## src/design/cpsc_pkg.sv

```systemverilog
/*
 * Constants and types shared by the chip power state control block.
 * Assumes a single 100 MHz clock and a synchronous active-high reset.
 */
package cpsc_pkg;

    // ------------------------------------------------------------
    // Sleep mode encodings
    // ------------------------------------------------------------
    localparam logic [2:0] CPSC_MODE_RUN = 3'h0;
    localparam logic [2:0] CPSC_MODE_LIGHT = 3'h1;
    localparam logic [2:0] CPSC_MODE_PLL_OFF = 3'h2;
    localparam logic [2:0] CPSC_MODE_DEEP = 3'h3;

    // ------------------------------------------------------------
    // Reset values and core gate write count
    // ------------------------------------------------------------
    localparam logic [2:0] CPSC_RST_MODE = 3'h0;
    localparam logic CPSC_RST_BIT = 1'b0;
    localparam logic [1:0] CPSC_CORE_WRITES_NEEDED = 2'h2;

    // ------------------------------------------------------------
    // Timing
    // ------------------------------------------------------------
    localparam int CPSC_CLK_MHZ = 100;
    localparam int CPSC_WAKE_MAX_US = 2000;
    localparam int CPSC_WAKE_CYCLES = CPSC_WAKE_MAX_US * CPSC_CLK_MHZ;
    localparam int CPSC_PLL_LOCK_CYCLES = 1000;
    localparam int CPSC_XTAL_START_CYCLES = 4000;

    typedef enum logic [2:0] {
        CPSC_ST_RUN = 3'b000,
        CPSC_ST_LIGHT = 3'b001,
        CPSC_ST_PLL_OFF = 3'b010,
        CPSC_ST_DEEP = 3'b011,
        CPSC_ST_XTAL_WAIT = 3'b100,
        CPSC_ST_PLL_WAIT = 3'b101
    } cpsc_state_type;

    function automatic logic cpsc_mode_is_sleep(input logic [2:0] mode);
        return (mode == CPSC_MODE_LIGHT) || (mode == CPSC_MODE_PLL_OFF) || (mode == CPSC_MODE_DEEP);
    endfunction : cpsc_mode_is_sleep

endpackage : cpsc_pkg

```

## src/design/cpsc_sync.sv

```systemverilog
/*
 * Two-flop synchroniser for one pin level.
 * Assumes the input is asynchronous to clk; only the second flop is read.
 */
module cpsc_sync (
    input wire logic clk,
    input wire logic sys_rst,
    input wire logic async_in,
    output logic sync_out
);
    import cpsc_pkg::*;

    logic meta;

    always_ff @(posedge clk) begin
        if (sys_rst) begin
            meta <= CPSC_RST_BIT;
            sync_out <= CPSC_RST_BIT;
        end else begin
            meta <= async_in;
            sync_out <= meta;
        end
    end

endmodule : cpsc_sync

```

## src/design/cpsc_counter.sv

```systemverilog
/*
 * Down counter that reports done once its load value has elapsed.
 * Assumes load and count share clk; load restarts the count.
 */
module cpsc_counter #(
    parameter int WIDTH = 18
) (
    input wire logic clk,
    input wire logic sys_rst,
    input wire logic load,
    input wire logic [WIDTH-1:0] load_value,
    output logic done
);
    import cpsc_pkg::*;

    logic [WIDTH-1:0] count;
    logic running;

    always_ff @(posedge clk) begin
        if (sys_rst) begin
            count <= '0;
            running <= CPSC_RST_BIT;
            done <= CPSC_RST_BIT;
        end else if (load) begin
            count <= load_value;
            running <= 1'b1;
            done <= 1'b0;
        end else if (running) begin
            if (count == '0) begin
                running <= 1'b0;
                done <= 1'b1;
            end else begin
                count <= count - WIDTH'(1);
            end
        end
    end

endmodule : cpsc_counter

```

## src/design/cpsc_power_control.sv

```systemverilog
/*
 * Chip power state control: core clock gate guard, LED disable, and the
 * run/sleep state sequencer with manual and automatic wake.
 * Assumes control bits arrive as write strobes from logic on clk, while
 * host bus pins and the wake notification are asynchronous and synchronised
 * here. This logic sits in an always-on domain clocked from a free source.
 */
// Notes on behaviour
// Core clock off needs two consecutive one-writes
// Zero write restarts the one-write count
// LED off: open-drain released, push-pull inactive
// Configuration held in every power state
// Any chip reset returns to running
// System clocks run only when running
// Light sleep keeps crystal, PLL, network clocks
// PLL-off sleep stops PLL when PHYs down
// Deep sleep stops PLL, crystal, network clocks
// Host powers PHYs down before deep sleep
// Crystal stopped also stops reference output
// Host configures everything before sleep enable
// Mode and sleep enable change separately
// Sleep entry forces ready low
// Host interfaces dead while asleep
// Auto-wake on notification when enabled; the code does not auto-wake from deep sleep
// Parallel write wakes; writes ignored until read
// Host wakes via byte order test register
// Serial select low with clock high wakes
// Host polls test register then ready
// Ready after PLL stable; clear mode, enable
// Wake completes within two milliseconds
// Mode codes 000, 001, 010, 011
// Sleep enable enters selected mode
// Wake detection lives in always-on domain
module cpsc_power_control #(
    parameter int WAKE_CYCLES = cpsc_pkg::CPSC_WAKE_CYCLES,
    parameter int PLL_LOCK_CYCLES = cpsc_pkg::CPSC_PLL_LOCK_CYCLES,
    parameter int XTAL_START_CYCLES = cpsc_pkg::CPSC_XTAL_START_CYCLES
) (
    input wire logic clk,
    input wire logic sys_rst,
    input wire logic ctrl_write,
    input wire logic [2:0] wr_sleep_state_select,
    input wire logic wr_mode_valid,
    input wire logic wr_sleep_enter,
    input wire logic wr_auto_wake_enable,
    input wire logic wr_led_outputs_off,
    input wire logic wr_core_clock_gate_off,
    input wire logic wr_core_valid,
    input wire logic host_read_done,
    input wire logic wake_notification,
    input wire logic phy_a_powered_down,
    input wire logic phy_b_powered_down,
    input wire logic pll_locked,
    input wire logic parallel_cs_n,
    input wire logic parallel_wr_n,
    input wire logic parallel_rd_wr,
    input wire logic access_enable_strobe_n,
    input wire logic serial_select_n,
    input wire logic serial_clk,
    input wire logic [1:0] led_in,
    input wire logic [1:0] led_push_pull,
    input wire logic [1:0] led_inactive_level,
    output logic [2:0] sleep_state_select,
    output logic sleep_enter,
    output logic auto_wake_enable,
    output logic led_outputs_off,
    output logic core_clock_gate_off,
    output logic device_ready,
    output logic system_clock_enable,
    output logic pll_enable,
    output logic xtal_enable,
    output logic ref_clock_enable,
    output logic network_clock_enable,
    output logic host_interface_enable,
    output logic host_write_accept,
    output logic wake_timeout,
    output logic [1:0] led_out,
    output logic [1:0] led_oe_n
);
    import cpsc_pkg::*;

    // ------------------------------------------------------------
    // Pin synchronisers
    // ------------------------------------------------------------
    logic cs_n_s, wr_n_s, rd_wr_s, enb_n_s, scs_n_s, sck_s, pme_s;

    cpsc_sync u_sync_cs (.clk(clk), .sys_rst(sys_rst), .async_in(parallel_cs_n), .sync_out(cs_n_s));
    cpsc_sync u_sync_wr (.clk(clk), .sys_rst(sys_rst), .async_in(parallel_wr_n), .sync_out(wr_n_s));
    cpsc_sync u_sync_rw (.clk(clk), .sys_rst(sys_rst), .async_in(parallel_rd_wr), .sync_out(rd_wr_s));
    cpsc_sync u_sync_en (.clk(clk), .sys_rst(sys_rst), .async_in(access_enable_strobe_n), .sync_out(enb_n_s));
    cpsc_sync u_sync_scs (.clk(clk), .sys_rst(sys_rst), .async_in(serial_select_n), .sync_out(scs_n_s));
    cpsc_sync u_sync_sck (.clk(clk), .sys_rst(sys_rst), .async_in(serial_clk), .sync_out(sck_s));
    cpsc_sync u_sync_pme (.clk(clk), .sys_rst(sys_rst), .async_in(wake_notification), .sync_out(pme_s));

    // ------------------------------------------------------------
    // State and control registers
    // ------------------------------------------------------------
    cpsc_state_type state, next_state;
    logic core_one_seen;
    logic writes_locked;

    wire asleep = (state == CPSC_ST_LIGHT) || (state == CPSC_ST_PLL_OFF) || (state == CPSC_ST_DEEP);
    wire waking = (state == CPSC_ST_XTAL_WAIT) || (state == CPSC_ST_PLL_WAIT);
    wire running = (state == CPSC_ST_RUN);

    // Parallel write: select with write strobe, or select with direction and enable
    wire parallel_write_seen = !cs_n_s && (!wr_n_s || (!rd_wr_s && !enb_n_s));
    wire serial_cycle_seen = !scs_n_s && sck_s;
    wire manual_wake = asleep && (parallel_write_seen || serial_cycle_seen);
    wire auto_wake = asleep && (state != CPSC_ST_DEEP) && auto_wake_enable && pme_s;
    wire wake_now = manual_wake || auto_wake;

    // Writes are only honoured while running and the host path is open
    wire write_ok = ctrl_write && running && !writes_locked;
    wire mode_changes = write_ok && wr_mode_valid && (wr_sleep_state_select != sleep_state_select);
    wire take_mode = mode_changes && !wr_sleep_enter;
    wire take_sleep = write_ok && wr_sleep_enter && !mode_changes;
    wire enter_sleep = take_sleep && cpsc_mode_is_sleep(sleep_state_select);
    wire core_write = write_ok && wr_core_valid;

    // ------------------------------------------------------------
    // Wake-up timers
    // ------------------------------------------------------------
    logic xtal_done, pll_settle_done, wake_guard_done;
    wire xtal_load = manual_wake && (state == CPSC_ST_DEEP) || auto_wake && 1'b0;
    wire pll_load = (state == CPSC_ST_XTAL_WAIT) && xtal_done || wake_now && (state != CPSC_ST_DEEP);

    cpsc_counter #(.WIDTH(18)) u_xtal_timer (
        .clk(clk),
        .sys_rst(sys_rst),
        .load(xtal_load),
        .load_value(18'(XTAL_START_CYCLES)),
        .done(xtal_done)
    );

    // PLL re-stabilisation: hold off ready until counted and locked
    cpsc_counter #(.WIDTH(18)) u_pll_timer (
        .clk(clk),
        .sys_rst(sys_rst),
        .load(pll_load),
        .load_value(18'(PLL_LOCK_CYCLES)),
        .done(pll_settle_done)
    );

    // Flags a wake that overruns its budget
    cpsc_counter #(.WIDTH(18)) u_wake_guard (
        .clk(clk),
        .sys_rst(sys_rst),
        .load(wake_now),
        .load_value(18'(WAKE_CYCLES)),
        .done(wake_guard_done)
    );

    // ------------------------------------------------------------
    // Next-state decode
    // ------------------------------------------------------------
    always_comb begin
        next_state = state;
        unique case (state)
            CPSC_ST_RUN: begin
                if (enter_sleep) begin
                    next_state = cpsc_state_type'(sleep_state_select);
                end
            end
            CPSC_ST_LIGHT, CPSC_ST_PLL_OFF: begin
                if (wake_now) begin
                    next_state = CPSC_ST_PLL_WAIT;
                end
            end
            CPSC_ST_DEEP: begin
                if (manual_wake) begin
                    next_state = CPSC_ST_XTAL_WAIT;
                end
            end
            CPSC_ST_XTAL_WAIT: begin
                if (xtal_done) begin
                    next_state = CPSC_ST_PLL_WAIT;
                end
            end
            CPSC_ST_PLL_WAIT: begin
                if (pll_settle_done && pll_locked) begin
                    next_state = CPSC_ST_RUN;
                end
            end
            default: begin
                next_state = CPSC_ST_RUN;
            end
        endcase
    end

    wire wake_complete = (state == CPSC_ST_PLL_WAIT) && (next_state == CPSC_ST_RUN);

    always_ff @(posedge clk) begin
        if (sys_rst) begin
            state <= CPSC_ST_RUN;
        end else begin
            state <= next_state;
        end
    end

    // ------------------------------------------------------------
    // Configuration fields; held while asleep, mode and sleep enable cleared on wake completion
    // ------------------------------------------------------------
    always_ff @(posedge clk) begin
        if (sys_rst) begin
            sleep_state_select <= CPSC_RST_MODE;
            sleep_enter <= CPSC_RST_BIT;
            auto_wake_enable <= CPSC_RST_BIT;
            led_outputs_off <= CPSC_RST_BIT;
        end else if (wake_complete) begin
            sleep_state_select <= CPSC_MODE_RUN;
            sleep_enter <= 1'b0;
        end else if (write_ok) begin
            if (take_mode) begin
                sleep_state_select <= wr_sleep_state_select;
            end
            if (take_sleep) begin
                sleep_enter <= wr_sleep_enter;
            end
            auto_wake_enable <= wr_auto_wake_enable;
            led_outputs_off <= wr_led_outputs_off;
        end
    end

    // Guarded core clock gate: two back-to-back one-writes to set it
    always_ff @(posedge clk) begin
        if (sys_rst) begin
            core_one_seen <= CPSC_RST_BIT;
            core_clock_gate_off <= CPSC_RST_BIT;
        end else if (core_write) begin
            if (!wr_core_clock_gate_off) begin
                core_one_seen <= 1'b0;
                core_clock_gate_off <= 1'b0;
            end else if (core_one_seen) begin
                core_clock_gate_off <= 1'b1;
            end else begin
                core_one_seen <= 1'b1;
            end
        end
    end

    // After a wake, writes stay locked until the host performs a read
    always_ff @(posedge clk) begin
        if (sys_rst) begin
            writes_locked <= CPSC_RST_BIT;
        end else if (enter_sleep) begin
            writes_locked <= 1'b1;
        end else if (running && host_read_done) begin
            writes_locked <= 1'b0;
        end
    end

    // ------------------------------------------------------------
    // Clock gating and status outputs
    // ------------------------------------------------------------
    wire pll_off_req = (state == CPSC_ST_PLL_OFF) && phy_a_powered_down && phy_b_powered_down;
    wire next_xtal = !(state == CPSC_ST_DEEP);
    wire next_pll = !(state == CPSC_ST_DEEP || state == CPSC_ST_XTAL_WAIT || pll_off_req);

    always_ff @(posedge clk) begin
        if (sys_rst) begin
            device_ready <= 1'b1;
            system_clock_enable <= 1'b1;
            pll_enable <= 1'b1;
            xtal_enable <= 1'b1;
            ref_clock_enable <= 1'b1;
            network_clock_enable <= 1'b1;
            host_interface_enable <= 1'b1;
            host_write_accept <= 1'b1;
            wake_timeout <= CPSC_RST_BIT;
        end else begin
            device_ready <= (next_state == CPSC_ST_RUN);
            system_clock_enable <= (next_state == CPSC_ST_RUN);
            pll_enable <= next_pll;
            xtal_enable <= next_xtal;
            ref_clock_enable <= next_xtal;
            network_clock_enable <= next_xtal;
            host_interface_enable <= !asleep && !waking;
            host_write_accept <= running && !writes_locked;
            wake_timeout <= wake_guard_done && waking;
        end
    end

    // ------------------------------------------------------------
    // LED pads
    // ------------------------------------------------------------
    genvar i;
    generate
        for (i = 0; i < 2; i++) begin : g_led
            always_ff @(posedge clk) begin
                if (sys_rst) begin
                    led_out[i] <= CPSC_RST_BIT;
                    led_oe_n[i] <= 1'b1;
                end else if (led_outputs_off) begin
                    led_out[i] <= led_inactive_level[i];
                    led_oe_n[i] <= !led_push_pull[i];
                end else begin
                    led_out[i] <= led_in[i];
                    led_oe_n[i] <= 1'b0;
                end
            end
        end
    endgenerate

endmodule : cpsc_power_control

```

## config.mk

```make
export PLATFORM = sky130hd
export DESIGN_NAME = cpsc_power_control
export DESIGN_NICKNAME = d
export VERILOG_FILES = /design/src/design/cpsc_pkg.sv /design/src/design/cpsc_sync.sv /design/src/design/cpsc_counter.sv /design/src/design/cpsc_power_control.sv
export SDC_FILE = /design/constraint.sdc
export NUM_CORES = 1
export LEC_CHECK = 0
export BUFFER_PORTS_ARGS = -buffer_cell sky130_fd_sc_hd__buf_2
export CAP_MARGIN = 0
export CELL_PAD_IN_SITES_DETAIL_PLACEMENT = 0
export CELL_PAD_IN_SITES_GLOBAL_PLACEMENT = 1
export CORE_MARGIN = 2
export CORE_UTILIZATION = 44
export CTS_BUF_LIST = sky130_fd_sc_hd__clkbuf_16
export DETAILED_ROUTE_END_ITERATION = 12
export PLACE_DENSITY_LB_ADDON = 0.1
export SYNTH_ARGS = -nofsm -noshare
export SYNTH_HDL_FRONTEND = slang
export SYNTH_SLANG_ARGS = --single-unit
```

## constraint.sdc

```tcl
create_clock -name clk -period 2.66 [get_ports clk]
set_input_delay 0.798 -clock clk [delete_from_list [all_inputs] [get_ports clk]]
set_output_delay 0.798 -clock clk [all_outputs]
set_load 0.005 [all_outputs]
```

Yosys cells after proc, flatten, opt, wreduce, memory -nomap -nowiden
Cells that the tools add are included.
{ "word_totals": {"ff_bits": 96} }
{ "classes": {"reduce_logical": 79, "bitwise": 4, "mux": 33, "eq_ne": 14, "add_sub_neg": 3} }
{ "op_table": {"columns": ["cell", "n"], "rows": [
  ["logical NOT 18 bit", 3],
  ["two-way mux 18 bit", 3],
  ["subtractor 18 x 1 -> 18 bit, second input constant", 3],
  ["two-way mux 12 bit", 3],
  ["two-way mux 10 bit", 3],
  ["logical AND 1 bit", 27],
  ["AND reduction 2 bit", 13],
  ["two-way mux 1 bit", 18],
  ["two-way mux 3 bit", 5],
  ["one-hot mux 3 bit (5 select lines)", 1],
  ["logical NOT 1 bit", 14],
  ["== test 3 x 2 -> 1 bit, second input constant", 4],
  ["logical OR 1 bit", 11],
  ["OR reduction 2 bit", 5],
  ["nonzero test 2 bit", 4],
  ["== test 3 x 1 -> 1 bit, second input constant", 2],
  ["== test 3 bit, second input constant", 2],
  ["logical NOT 3 bit", 2],
  ["!= test 2 x 1 -> 1 bit, second input constant", 2],
  ["!= test 2 bit, second input constant", 2],
  ["NOT 1 bit", 4],
  ["!= test 3 x 2 -> 1 bit, second input constant", 1],
  ["!= test 3 bit", 1]
]} }

Logic depth before layout (Yosys ltp)
Gate-level depths: netlist of the first run.
{ "depth": {"word_depth": 14, "mapped_depth": 8, "depth_no_buf": 7} }

Hierarchy
A second synthesis of the first run with hierarchy kept.
{ "unflattened": {"cells_unflattened": 567, "hier_area_um2": 5027.3} }
{ "by_module_without_submodules": {"columns": ["mod", "area_per_inst_um2", "seq_area_each_um2", "instances", "cells_each"], "rows": [
  ["cpsc_counter", 1177.4, 400.4, 3, 138],
  ["cpsc_power_control", 1127.3, 440.4, 1, 125],
  ["cpsc_sync", 52.6, 40.0, 7, 4]
]} }

Worst setup path after synthesis of the first run
OpenSTA, ideal clock, no wires.
{ "synth_timing": {"path_kind": "register to register", "start": "register u_pll_timer.count[0]", "end": "register u_pll_timer.count[7]", "t_arrival_ns": 1.920, "stages_incl_launch_ff": 8, "slack_ns": 0.600, "required_time_ns": 2.520, "cell_sequence": "dfxtp_1 > inv_1 > ha_1 > or4b_1 > or3_1 > o211ai_1 > xor2_1 > a21oi_1"} }
{ "synth_via": {"elab_chain_len": 4, "elab_cells_between_ends": 7, "cone_classes": "add/sub: 1; eq/ne: 1; mux: 3; reduce/logical: 2"} }
{ "synth_rtl": {"columns": ["item", "line_no", "rtl"], "rows": [
  ["start: declaration", "cpsc_counter.sv:16", "logic [WIDTH-1:0] count;"],
  ["start signal: assignment", "cpsc_counter.sv:25", "count <= load_value;"],
  ["start signal: assignment", "cpsc_counter.sv:33", "count <= count - WIDTH'(1);"],
  ["subtractor 18 x 1 -> 18 bit", "cpsc_counter.sv:33", null],
  ["two-way mux 10 bit", "cpsc_counter.sv:29", "if (count == '0) begin"],
  ["two-way mux 10 bit", "cpsc_counter.sv:28", "end else if (running) begin"],
  ["two-way mux 10 bit", "cpsc_counter.sv:24", "end else if (load) begin"]
]} }
Parallel ways exist; a longest one is shown, timed or not. The select of a mux whose other input is x is not followed.
A chain may end at the register's enable or synchronous reset.

Worst setup path after layout of the first run
{ "layout_timing": {"start": "register u_pll_timer.count[0]", "end": "register u_pll_timer.count[3]"} }
The elaborated chain is that of the path after synthesis.

==> results of run 1 <==
==> worst paths after layout <==
| check | slack, ns | cells past startpoint | from | end |
|---|---|---|---|---|
| hold reg to reg | 0.44 | 1 | u_sync_rw.meta | u_sync_rw.sync_out |
| setup / recovery | 0.46 | 7 | u_pll_timer.count[0] | u_pll_timer.count[3] |
| hold / removal | 0.44 | 1 | u_sync_rw.meta | u_sync_rw.sync_out |
| setup reg to reg | 0.46 | 7 | u_pll_timer.count[0] | u_pll_timer.count[3] |
==> state kept, by name, indices dropped and copies added (netlist names), 2 cells and up <==
name / flops
state: 3
led_oe_n: 2
u_wake_guard.count: 18
sleep_state_select: 3
u_pll_timer.count: 18
led_out: 2
u_xtal_timer.count: 18
==> layout by cell type (no fill, tap or decap), types with 4 or more instances in the layout <==
| cell | count |
|---|---|
| o31ai_1 | 6 |
| dfxtp_1 | 96 |
| o21ai_0 | 11 |
| xor2_1 | 25 |
| nand2b_1 | 10 |
| inv_1 | 13 |
| nor3_1 | 17 |
| clkbuf_16 | 9 |
| or3_1 | 8 |
| xnor2_1 | 15 |
| o211ai_1 | 7 |
| mux2i_1 | 7 |
| nor4_1 | 12 |
| nor2_1 | 59 |
| a21oi_1 | 39 |
| nand3_1 | 13 |
| or4_1 | 6 |
| nor4b_1 | 4 |
| nand4_1 | 9 |
| buf_2 | 48 |
| nand2_1 | 30 |
| nor2b_1 | 18 |
| buf_4 | 14 |
| a31oi_1 | 9 |
==> area by class of cell <==
| cell class | count | area, um2 | area share [%] |
|---|---|---|---|
| clock buffers | 9 | 225.2 | 4.482 |
| clock inverters | 7 | 93.84 | 1.868 |
| inverters | 13 | 48.80 | 0.9711 |
| multi-input cells | 357 | 2223 | 44.25 |
| flip-flops and latches | 96 | 1922 | 38.25 |
| well taps | 133 | 166.4 | 3.312 |
| repair buffers | 62 | 345.3 | 6.873 |
==> stage by stage <==
step | hold WS (ns) | worst slack [ns] | instances | instance area [um2]
floorplan | 0.4138 | 0.6001 | 489 | 4292
global placement | 0.4183 | 0.5121 | 661 | 4706
detailed placement | 0.4248 | 0.4839 | 661 | 4706
CTS | 0.4411 | 0.4697 | 677 | 5025
global route | 0.4601 | 0.3314 | 677 | 5025
finish | 0.4365 | 0.4560 | 677 | 5025
==> per-layer routing <==
metal  part of all wire, %  track usage (%)  vias to the layer above  wire [um]
li1                      -                -                     1850          -
met1                    50            24.17                     1588       4361
met2                    45            26.65                       47       3912
met3                   2.9            2.983                       10        252
met4                   1.8            8.300                        0        159
met5                     0                0                        -          0
==> worst reg2reg max path, delay by kind of cell (launching register included) <==
family	cells	cell delay [ns]
xor+xnor	1	0.17
flops	1	0.33
compound gates	2	0.30
buf+inv	1	0.09
simple gates	2	0.99
fa+ha+maj	1	0.23
==> cells by family (layout without fill, tap and decap cells) <==
| group | after synthesis | after routing | synth area share [%] |
|---|---|---|---|
| compound gates | 92 | 92 | 13.00 |
| simple gates | 215 | 215 | 28.13 |
| xor+xnor | 40 | 40 | 8.163 |
| flops | 96 | 96 | 44.78 |
| fa+ha+maj | 3 | 3 | 0.8747 |
| mux | 7 | 7 | 1.633 |
| buf+inv | 36 | 91 | 3.411 |
==> power by group <==
group	internal, uW	total [uW]	switching, uW	leakage (uW)
logic	70.2	161	91.2	0.00102
registers	1460	1480	16.1	0.000779
clock network	823	1370	542	0.000153
==> results.cfg, run 1 <==
[timing]
relSlewSlack_pct = 27.75
period_share_pct = 82.86
fin_crit_ns = 2.204
tightest_slew_ns = 1.075
slew_violations = 0
fmax_mhz = 453.7
hold_viol_final = 0
finalSetupTns_ns = 0
setup_viol = 0
rsz0062_at_grt = no
fin_worst_skew_ns = 0.005904

[place]
dpl.hpwl_um = 6222
io_buffers = 48
gp_congestion = 0.7869

[yosys]
synth_area_leaders = dfxtp_1 (45%), nor2_1 (5.2%), xor2_1 (5.1%)
async_reset_ff_share_pct = 0
synth_area_um2 = 4292
ys_top_cells_by_count = dfxtp_1 (96), nor2_1 (59), a21oi_1 (39), nand2_1 (30), xor2_1 (25)
synth_top_area_share_pct = 44.78
synthCells = 489
yosysMostFrequentCell = dfxtp_1
ys_warn_count = 0
ys_types = 52
synth-edff-count = 0
synth.yosys.seq_area_share_pct = 44.78
synth_top_cell_by_area = dfxtp_1
synth-seq-cells = 96
syn_nets = 521
ys.flop_type = dfxtp_1
synth.avg_cell_area_um2 = 8.776

[setup_path]
slowest_delay_ns = 0.53
cpMaxStageDelayCell = or4b_1
crit_required_ns = 2.89
end_kind = flop
crit_chain = inv_1 -> ha_1 -> or4b_1 -> or3_1 -> o21ai_0 -> xor2_1 -> a21oi_1
crit_arrival_ns = 2.43
startpoint_type = flop
cp_top_family = simple AND/OR/NAND/NOR gates
worst-setup-path-type = flop to flop
crit_path_max_fanout = 5
critPathBufInv = 1

[global_routing]
grt.total_usage_pct = 17.49
grt_pass1_vias = 3142
antenna_found_initial = 0
grt_pass1_wl_um = 14700
grt.overflow.total = 0
grt_max_degree = 25

[clocking]
cts-hold-fix-buffers = 0
clock_latency_ns = 0.34
cts_buffers = 9
cts_sinks = 96
clkTransAtPathRegs_ns = 0.07
cts_buffer_depth = 2
cts_tree = built
post-cts-setup-buffers = 0
root_buffer = clkbuf_16
cts_resized = 0
htree_levels = 3

[die]
dieWidth_um = 102.8
core_um2 = 9639
num_rows = 36
dieArea_um2 = 10560
io_pins = 49
start_util_pct = 44.52
die_h_um = 102.8

[routing]
first_iter_violations = 72
dr.pass1.iters = 4
wl_per_cell_um = 12.83
ant_nets = 0
wirelength_um = 8685
viasPerCell = 5.162
num_vias = 3495
drc = 0

[pwr]
p_leak_uw = 0.001951
peakVddDrop_mv = 0.3513
finalPower_uw = 3005
p_per_area_nw_per_um2 = 598.1

[final_layout]
nFillCells = 957
drive_gt1_share_pct = 16.54
final_util_pct = 52.13
layout.nets = 571
layout-area-overhead-vs-synth_pct = 17.08
diodes = 0

[status]
outcome = finished, final reports clean

[job]
drv_cap = 0

[min_path]
hp-class = flop to flop
Note: power is estimated with default switching activity, not from simulation.
==> inputs of run 2 (changes only) <==
--- a/config.mk
+++ b/config.mk
@@ -5,12 +5,13 @@
 export SDC_FILE = /design/constraint.sdc
 export NUM_CORES = 1
 export LEC_CHECK = 0
+export ABC_AREA = 1
 export BUFFER_PORTS_ARGS = -buffer_cell sky130_fd_sc_hd__buf_2
 export CAP_MARGIN = 0
 export CELL_PAD_IN_SITES_DETAIL_PLACEMENT = 0
 export CELL_PAD_IN_SITES_GLOBAL_PLACEMENT = 1
 export CORE_MARGIN = 2
-export CORE_UTILIZATION = 44
+export CORE_UTILIZATION = 43
 export CTS_BUF_LIST = sky130_fd_sc_hd__clkbuf_16
 export DETAILED_ROUTE_END_ITERATION = 12
 export PLACE_DENSITY_LB_ADDON = 0.1
==> constraint.sdc (replaced) <==
create_clock -name clk -period 2.1 [get_ports clk]
set_input_delay 0.63 -clock clk [delete_from_list [all_inputs] [get_ports clk]]
set_output_delay 0.63 -clock clk [all_outputs]
set_load 0.005 [all_outputs]
==> run 2 against run 1 <==
  * Sequential cell count is the same
  * Setup slack lost 0.26 ns
  * Die area grew 13%
  * Combinational power increased to 15 times the previous value
  * Global-route usage increased by 1.7 points
  * Synthesized cell count rose by 39%
  * Non-clock buffer count shrank 8
  * Sequential share of layout area decreased by 3.4 points
  * Maximum frequency up 16%
  * Sequential power rose by 47%
==> results.cfg, run 2 <==
[status]
outcome = finished, final reports clean

[routing]
drc = 0
met2WireLength_um = 4786
num_vias = 4267
wirelength_um = 10550
dr_wl_met3_um = 339
dr.pass1.iters = 5
ant_nets = 0
met1_length_um = 5240
first_iter_violations = 283
viasPerCell = 4.893
wl_per_cell_um = 12.10
highest_layer = met4

[setup_path]
crit_chain = inv_1 -> ha_1 -> nand2_2 -> nor2_4 -> nand4_4 -> nand2_4 -> inv_4 -> nand2_1 -> or2_2 -> a21oi_1
startpoint_type = flop
crit_required_ns = 2.37
crit_path_max_fanout = 21
end_kind = flop
slowest_delay_ns = 0.42
worst-setup-path-type = flop to flop
critPathBufInv = 2
cp_top_family = simple AND/OR/NAND/NOR gates
crit_arrival_ns = 2.17
cpMaxStageDelayCell = dfxtp_1

[yosys]
synth_compound_area_share_pct = 10.19
synth-seq-cells = 96
synth-edff-count = 0
synth.yosys.seq_area_share_pct = 40.22
synthCells = 678
async_reset_ff_share_pct = 0
ys_types = 43
synth.mux.area_fraction_pct = 0
synth_fa_ha_area_share_pct = 0.7855
ys_warn_count = 0
yosys.area_share.simple_pct = 34.77
synth_area_um2 = 4778
synth.avg_cell_area_um2 = 7.048
synth_top_area_share_pct = 40.22
synth_xor_area_share_pct = 4.949
ys_top_cells_by_count = nand2_1 (157), nor2_1 (111), dfxtp_1 (96), inv_1 (73), a21oi_1 (50)
synth_area_leaders = dfxtp_1 (40%), nand2_1 (12%), nor2_1 (8.7%)
yosysMostFrequentCell = nand2_1
synth_top_family_by_area = simple AND/OR/NAND/NOR gates
synth_top_cell_by_area = dfxtp_1
ys.flop_type = dfxtp_1
syn_nets = 710

[final_layout]
layout.nets = 759
largestRegisters = u_pll_timer.count: 18 flops, u_wake_guard.count: 18 flops, u_xtal_timer.count: 18 flops
final_util_pct = 50.82
layout-area-overhead-vs-synth_pct = 15.29
layout_commonest_cell = nand2_1
diodes = 0
final_cell_mix = nand2_1 (157), nor2_1 (111), dfxtp_1 (96), inv_1 (73), a21oi_1 (50)
drive_gt1_share_pct = 15.57

[timing]
slew_violations = 0
relSlewSlack_pct = 65.60
setup_viol = 0
period_share_pct = 90.46
hold_viol_final = 0
fin_crit_ns = 1.900
fmax_mhz = 526.4
tightest_slew_ns = 0.5148
fin_worst_skew_ns = 0.01142
rsz0062_at_grt = no
finalSetupTns_ns = 0

[job]
drv_cap = 0

[pwr]
p_per_area_nw_per_um2 = 1196
peakVddDrop_mv = 0.6280
p_leak_uw = 0.002605

[clocking]
cts_sinks = 96
root_buffer = clkbuf_16
htree_levels = 3
clkTransAtPathRegs_ns = 0.07
post-cts-setup-buffers = 0
cts_buffers = 9
cts_buffer_depth = 2
cts_tree = built
clock_latency_ns = 0.35

[die]
core_um2 = 10840
io_pins = 49
start_util_pct = 44.08
die_h_um = 109.4
num_rows = 38
dieArea_um2 = 11970
dieWidth_um = 109.4

[global_routing]
grt_pass1_wl_um = 18150
antenna_found_initial = 0
grt.total_usage_pct = 19.15
grt_pass1_vias = 4000
grt_max_degree = 31
grt.overflow.total = 0

[place]
gp_congestion = 0.8637
io_buffers = 48
dpl.hpwl_um = 7782

[min_path]
hp-class = flop to flop
## run 2: layer usage
metal | vias to the layer above | global-route usage [%]
met3 | 12 | 3.438
li1 | 2271 | -
met2 | 65 | 31.08
met4 | 0 | 7.866
met1 | 1919 | 25.12
met5 | - | 0
## run 2: kinds of logic after synthesis
logic type | count (synthesis)
AO/OA/AOI/OAI | 88
XOR/XNOR | 27
AND/OR/NAND/NOR | 363
buffers and inverters | 101
adder cells (fa/ha/maj) | 3
flip-flops | 96
## run 2: final timing paths
check	slack [ns]	cells after the start	to	start
max	0.20	10	u_wake_guard.count[5]	u_wake_guard.count[0]
min	0.40	2	u_sync_cs.sync_out	u_sync_cs.meta
max reg2reg	0.20	10	u_wake_guard.count[5]	u_wake_guard.count[0]
min reg2reg	0.40	2	u_sync_cs.sync_out	u_sync_cs.meta
## run 2: repair_timing
item	CTS	global route
hold endpoints to repair	0	0
endpoints found under the setup margin	0	4
hold buffers	0	0
resized for setup	0	2
## run 2: final cells by class
cell class | instances | area [um2]
clock buffers | 9 | 225.2
clock inverters | 7 | 142.6
fillers | 1093 | 5331
inverters | 85 | 336.6
multi-input cells | 481 | 2422
flip-flops and latches | 96 | 1922
well taps | 140 | 175.2
repair buffers | 54 | 285.3
## run 2: through the flow
| stage | setup slack [ns] | std cells | hold slack [ns] | power (uW) | instance area, um2 |
|---|---|---|---|---|---|
| global route | 0.01074 | 872 | 0.4270 | 7044 | 5509 |
| global placement | 0.2600 | 856 | 0.3949 | 4607 | 5136 |
| CTS | 0.1643 | 872 | 0.4049 | 6645 | 5504 |
| floorplan | 0.4216 | 678 | 0.3883 | 4153 | 4778 |
| detailed placement | 0.1980 | 856 | 0.3950 | 4617 | 5136 |
| finish | 0.2003 | 872 | 0.3999 | 6591 | 5509 |
## run 2: report_power, final
part / total (uW) / switching (uW) / internal [uW]
clock: 2010 / 720 / 1290
combinational: 2400 / 1500 / 902
sequential: 2180 / 177 / 2000
## run 2: tightest hold or removal path: stages, from the launching register on
cell	delay (ns)
dfxtp_1	0.30
inv_1	0.04
nor2_1	0.03
==> inputs of run 3 (changes only) <==
--- a/config.mk
+++ b/config.mk
@@ -11,7 +11,7 @@
 export CELL_PAD_IN_SITES_DETAIL_PLACEMENT = 0
 export CELL_PAD_IN_SITES_GLOBAL_PLACEMENT = 1
 export CORE_MARGIN = 2
-export CORE_UTILIZATION = 43
+export CORE_UTILIZATION = 30
 export CTS_BUF_LIST = sky130_fd_sc_hd__clkbuf_16
 export DETAILED_ROUTE_END_ITERATION = 12
 export PLACE_DENSITY_LB_ADDON = 0.1
==> run 3 against run 2 <==
  * Global-route usage down 4.7 points
  * Clock-buffer cell count unchanged
  * Maximum frequency increased by 0.71%
  * Die area increased by 42%
  * Cell area up 0.61%
  * Critical path depth is the same
  * First-iteration DRC count fell by 35%
  * Combinational power is 2% higher
  * Largest cell class unchanged
  * Largest power group unchanged
==> results.cfg, run 3 (same netlist as run 2, synthesis figures left out) <==
[global_routing]
grt_pass1_wl_um = 19420
antenna_found_initial = 0
grt_max_degree = 28
grt.overflow.total = 0
grt_pass1_vias = 4004
grt.total_usage_pct = 14.49

[place]
place_ws_ns = 0.2216
io_buffers = 48
gp_congestion = 0.8061
dpl.hpwl_um = 8616

[setup_path]
startpoint_type = flop
rr_endpoint = u_wake_guard.count[5]
timing.critical_path.from = u_wake_guard.count[0]
reg2regPathDepth = 10
crit_required_ns = 2.39
worst-setup-path-type = flop to flop
crit_arrival_ns = 2.17
ff2ff_setup_slack_ns = 0.21
end_kind = flop
r2r_start = u_wake_guard.count[0]
crit_path_max_fanout = 21

[pwr]
p_per_area_nw_per_um2 = 1128
internal_power_uw = 3737
p_leak_uw = 0.002576
pwr-share-seq_pct = 34.8
combPwrFrac_pct = 39.2
switching_power_uw = 2515
peakVddDrop_mv = 0.4249
switching_share_pct = 40.23
p_clk_share_pct = 26.0

[die]
die_h_um = 130.2
dieArea_um2 = 16950
num_rows = 46
start_util_pct = 30.41
io_pins = 49
dieWidth_um = 130.2
core_um2 = 15710

[clocking]
cts_buffers = 9
post-cts-setup-buffers = 0
cts_resized = 0
clock_latency_ns = 0.35
cts_tree = built
root_buffer = clkbuf_16
cts_sinks = 96
cts_buffer_depth = 2
cts-hold-fix-buffers = 0
clkTransAtPathRegs_ns = 0.07
htree_levels = 3

[timing]
fin_worst_skew_ns = 0.005428
relSlewSlack_pct = 69.01
fmax_mhz = 530.1
hold_viol_final = 0
tightest_slew_ns = 0.4606
fin_ws_ns = 0.2137
setup_viol = 0
rsz0062_at_grt = no
fin_crit_ns = 1.886
period_share_pct = 89.82
slew_violations = 0
finalSetupTns_ns = 0

[final_layout]
final_util_pct = 35.28
layout-area-overhead-vs-synth_pct = 16.00
layout_commonest_cell = nand2_1
nFillCells = 1707
layout.nets = 762
final_cell_mix = nand2_1 (157), nor2_1 (111), dfxtp_1 (95), inv_1 (73), a21oi_1 (50)
largestRegisters = u_pll_timer.count: 18 flops, u_wake_guard.count: 18 flops, u_xtal_timer.count: 18 flops
drive_gt1_share_pct = 16.05
diodes = 0

[min_path]
holdPathStages = 2
hold_start = u_sync_scs.meta
hp-class = flop to flop
holdPathEnd = u_sync_scs.sync_out

[status]
outcome = finished, final reports clean

[routing]
wl_per_cell_um = 12.04
first_iter_violations = 184
drc = 0
num_vias = 4226
dr.pass1.iters = 5
ant_nets = 0
viasPerCell = 4.444
wirelength_um = 11450

[job]
drv_cap = 0
-- run 3: power groups by stage --
stage | sequential (uW) | clock, uW | combinational (uW)
finish | 2180 | 1620 | 2450
global route | 2210 | 1750 | 2750
CTS | 2180 | 1680 | 2470
detailed placement | 2220 | 0 | 2450
global placement | 2220 | 0 | 2470
floorplan | 2170 | 0 | 1980
-- run 3: routing by layer --
metal / vias up / GRT usage [%] / wire length [um]
met5: - / 0 / 0
met1: 1884 / 19.54 / 5839
met4: 0 / 6.009 / 194
met3: 11 / 2.132 / 306
li1: 2268 / - / -
met2: 63 / 23.22 / 5113
-- run 3: stage by stage --
step	hold WS, ns	total power, uW	instance area [um2]	cells
CTS	0.4058	6324	5542	951
global route	0.4237	6710	5543	951
finish	0.4051	6252	5543	951
global placement	0.3951	4689	5254	935
detailed placement	0.3962	4669	5254	935
floorplan	0.3883	4153	4778	678
-- run 3: worst max-delay path by stage --
| stage | endpoint | slack, ns | cells past startpoint |
|---|---|---|---|
| floorplan | u_wake_guard.count[16] | 0.42 | 12 |
| global placement | sleep_state_select[0] | 0.24 | 9 |
| detailed placement | u_wake_guard.count[5] | 0.22 | 10 |
| CTS | u_wake_guard.count[5] | 0.20 | 10 |
| global route | u_wake_guard.count[5] | 0.01 | 10 |
| finish | u_wake_guard.count[5] | 0.21 | 10 |
-- run 3: critical path, stage by stage, from the launching register on --
cell,delay (ns)
dfxtp_1,0.42
inv_1,0.08
ha_1,0.22
nand2_2,0.09
nor2_4,0.06
nand4_4,0.11
nand2_4,0.10
inv_4,0.24
nand2_1,0.10
or2_2,0.28
a21oi_1,0.11
-- run 3: layout make-up --
class                           count  area (um2)  share of cell area, %
Sequential cell                    96        1923                  34.70
Multi-Input combinational cell    481        2422                  43.70
Tap cell                          216       270.3                  4.876
Clock buffer                        9       225.2                  4.063
Inverter                           85       331.6                  5.982
Timing Repair Buffer               57       307.8                  5.553
Clock inverter                      7       62.56                  1.129
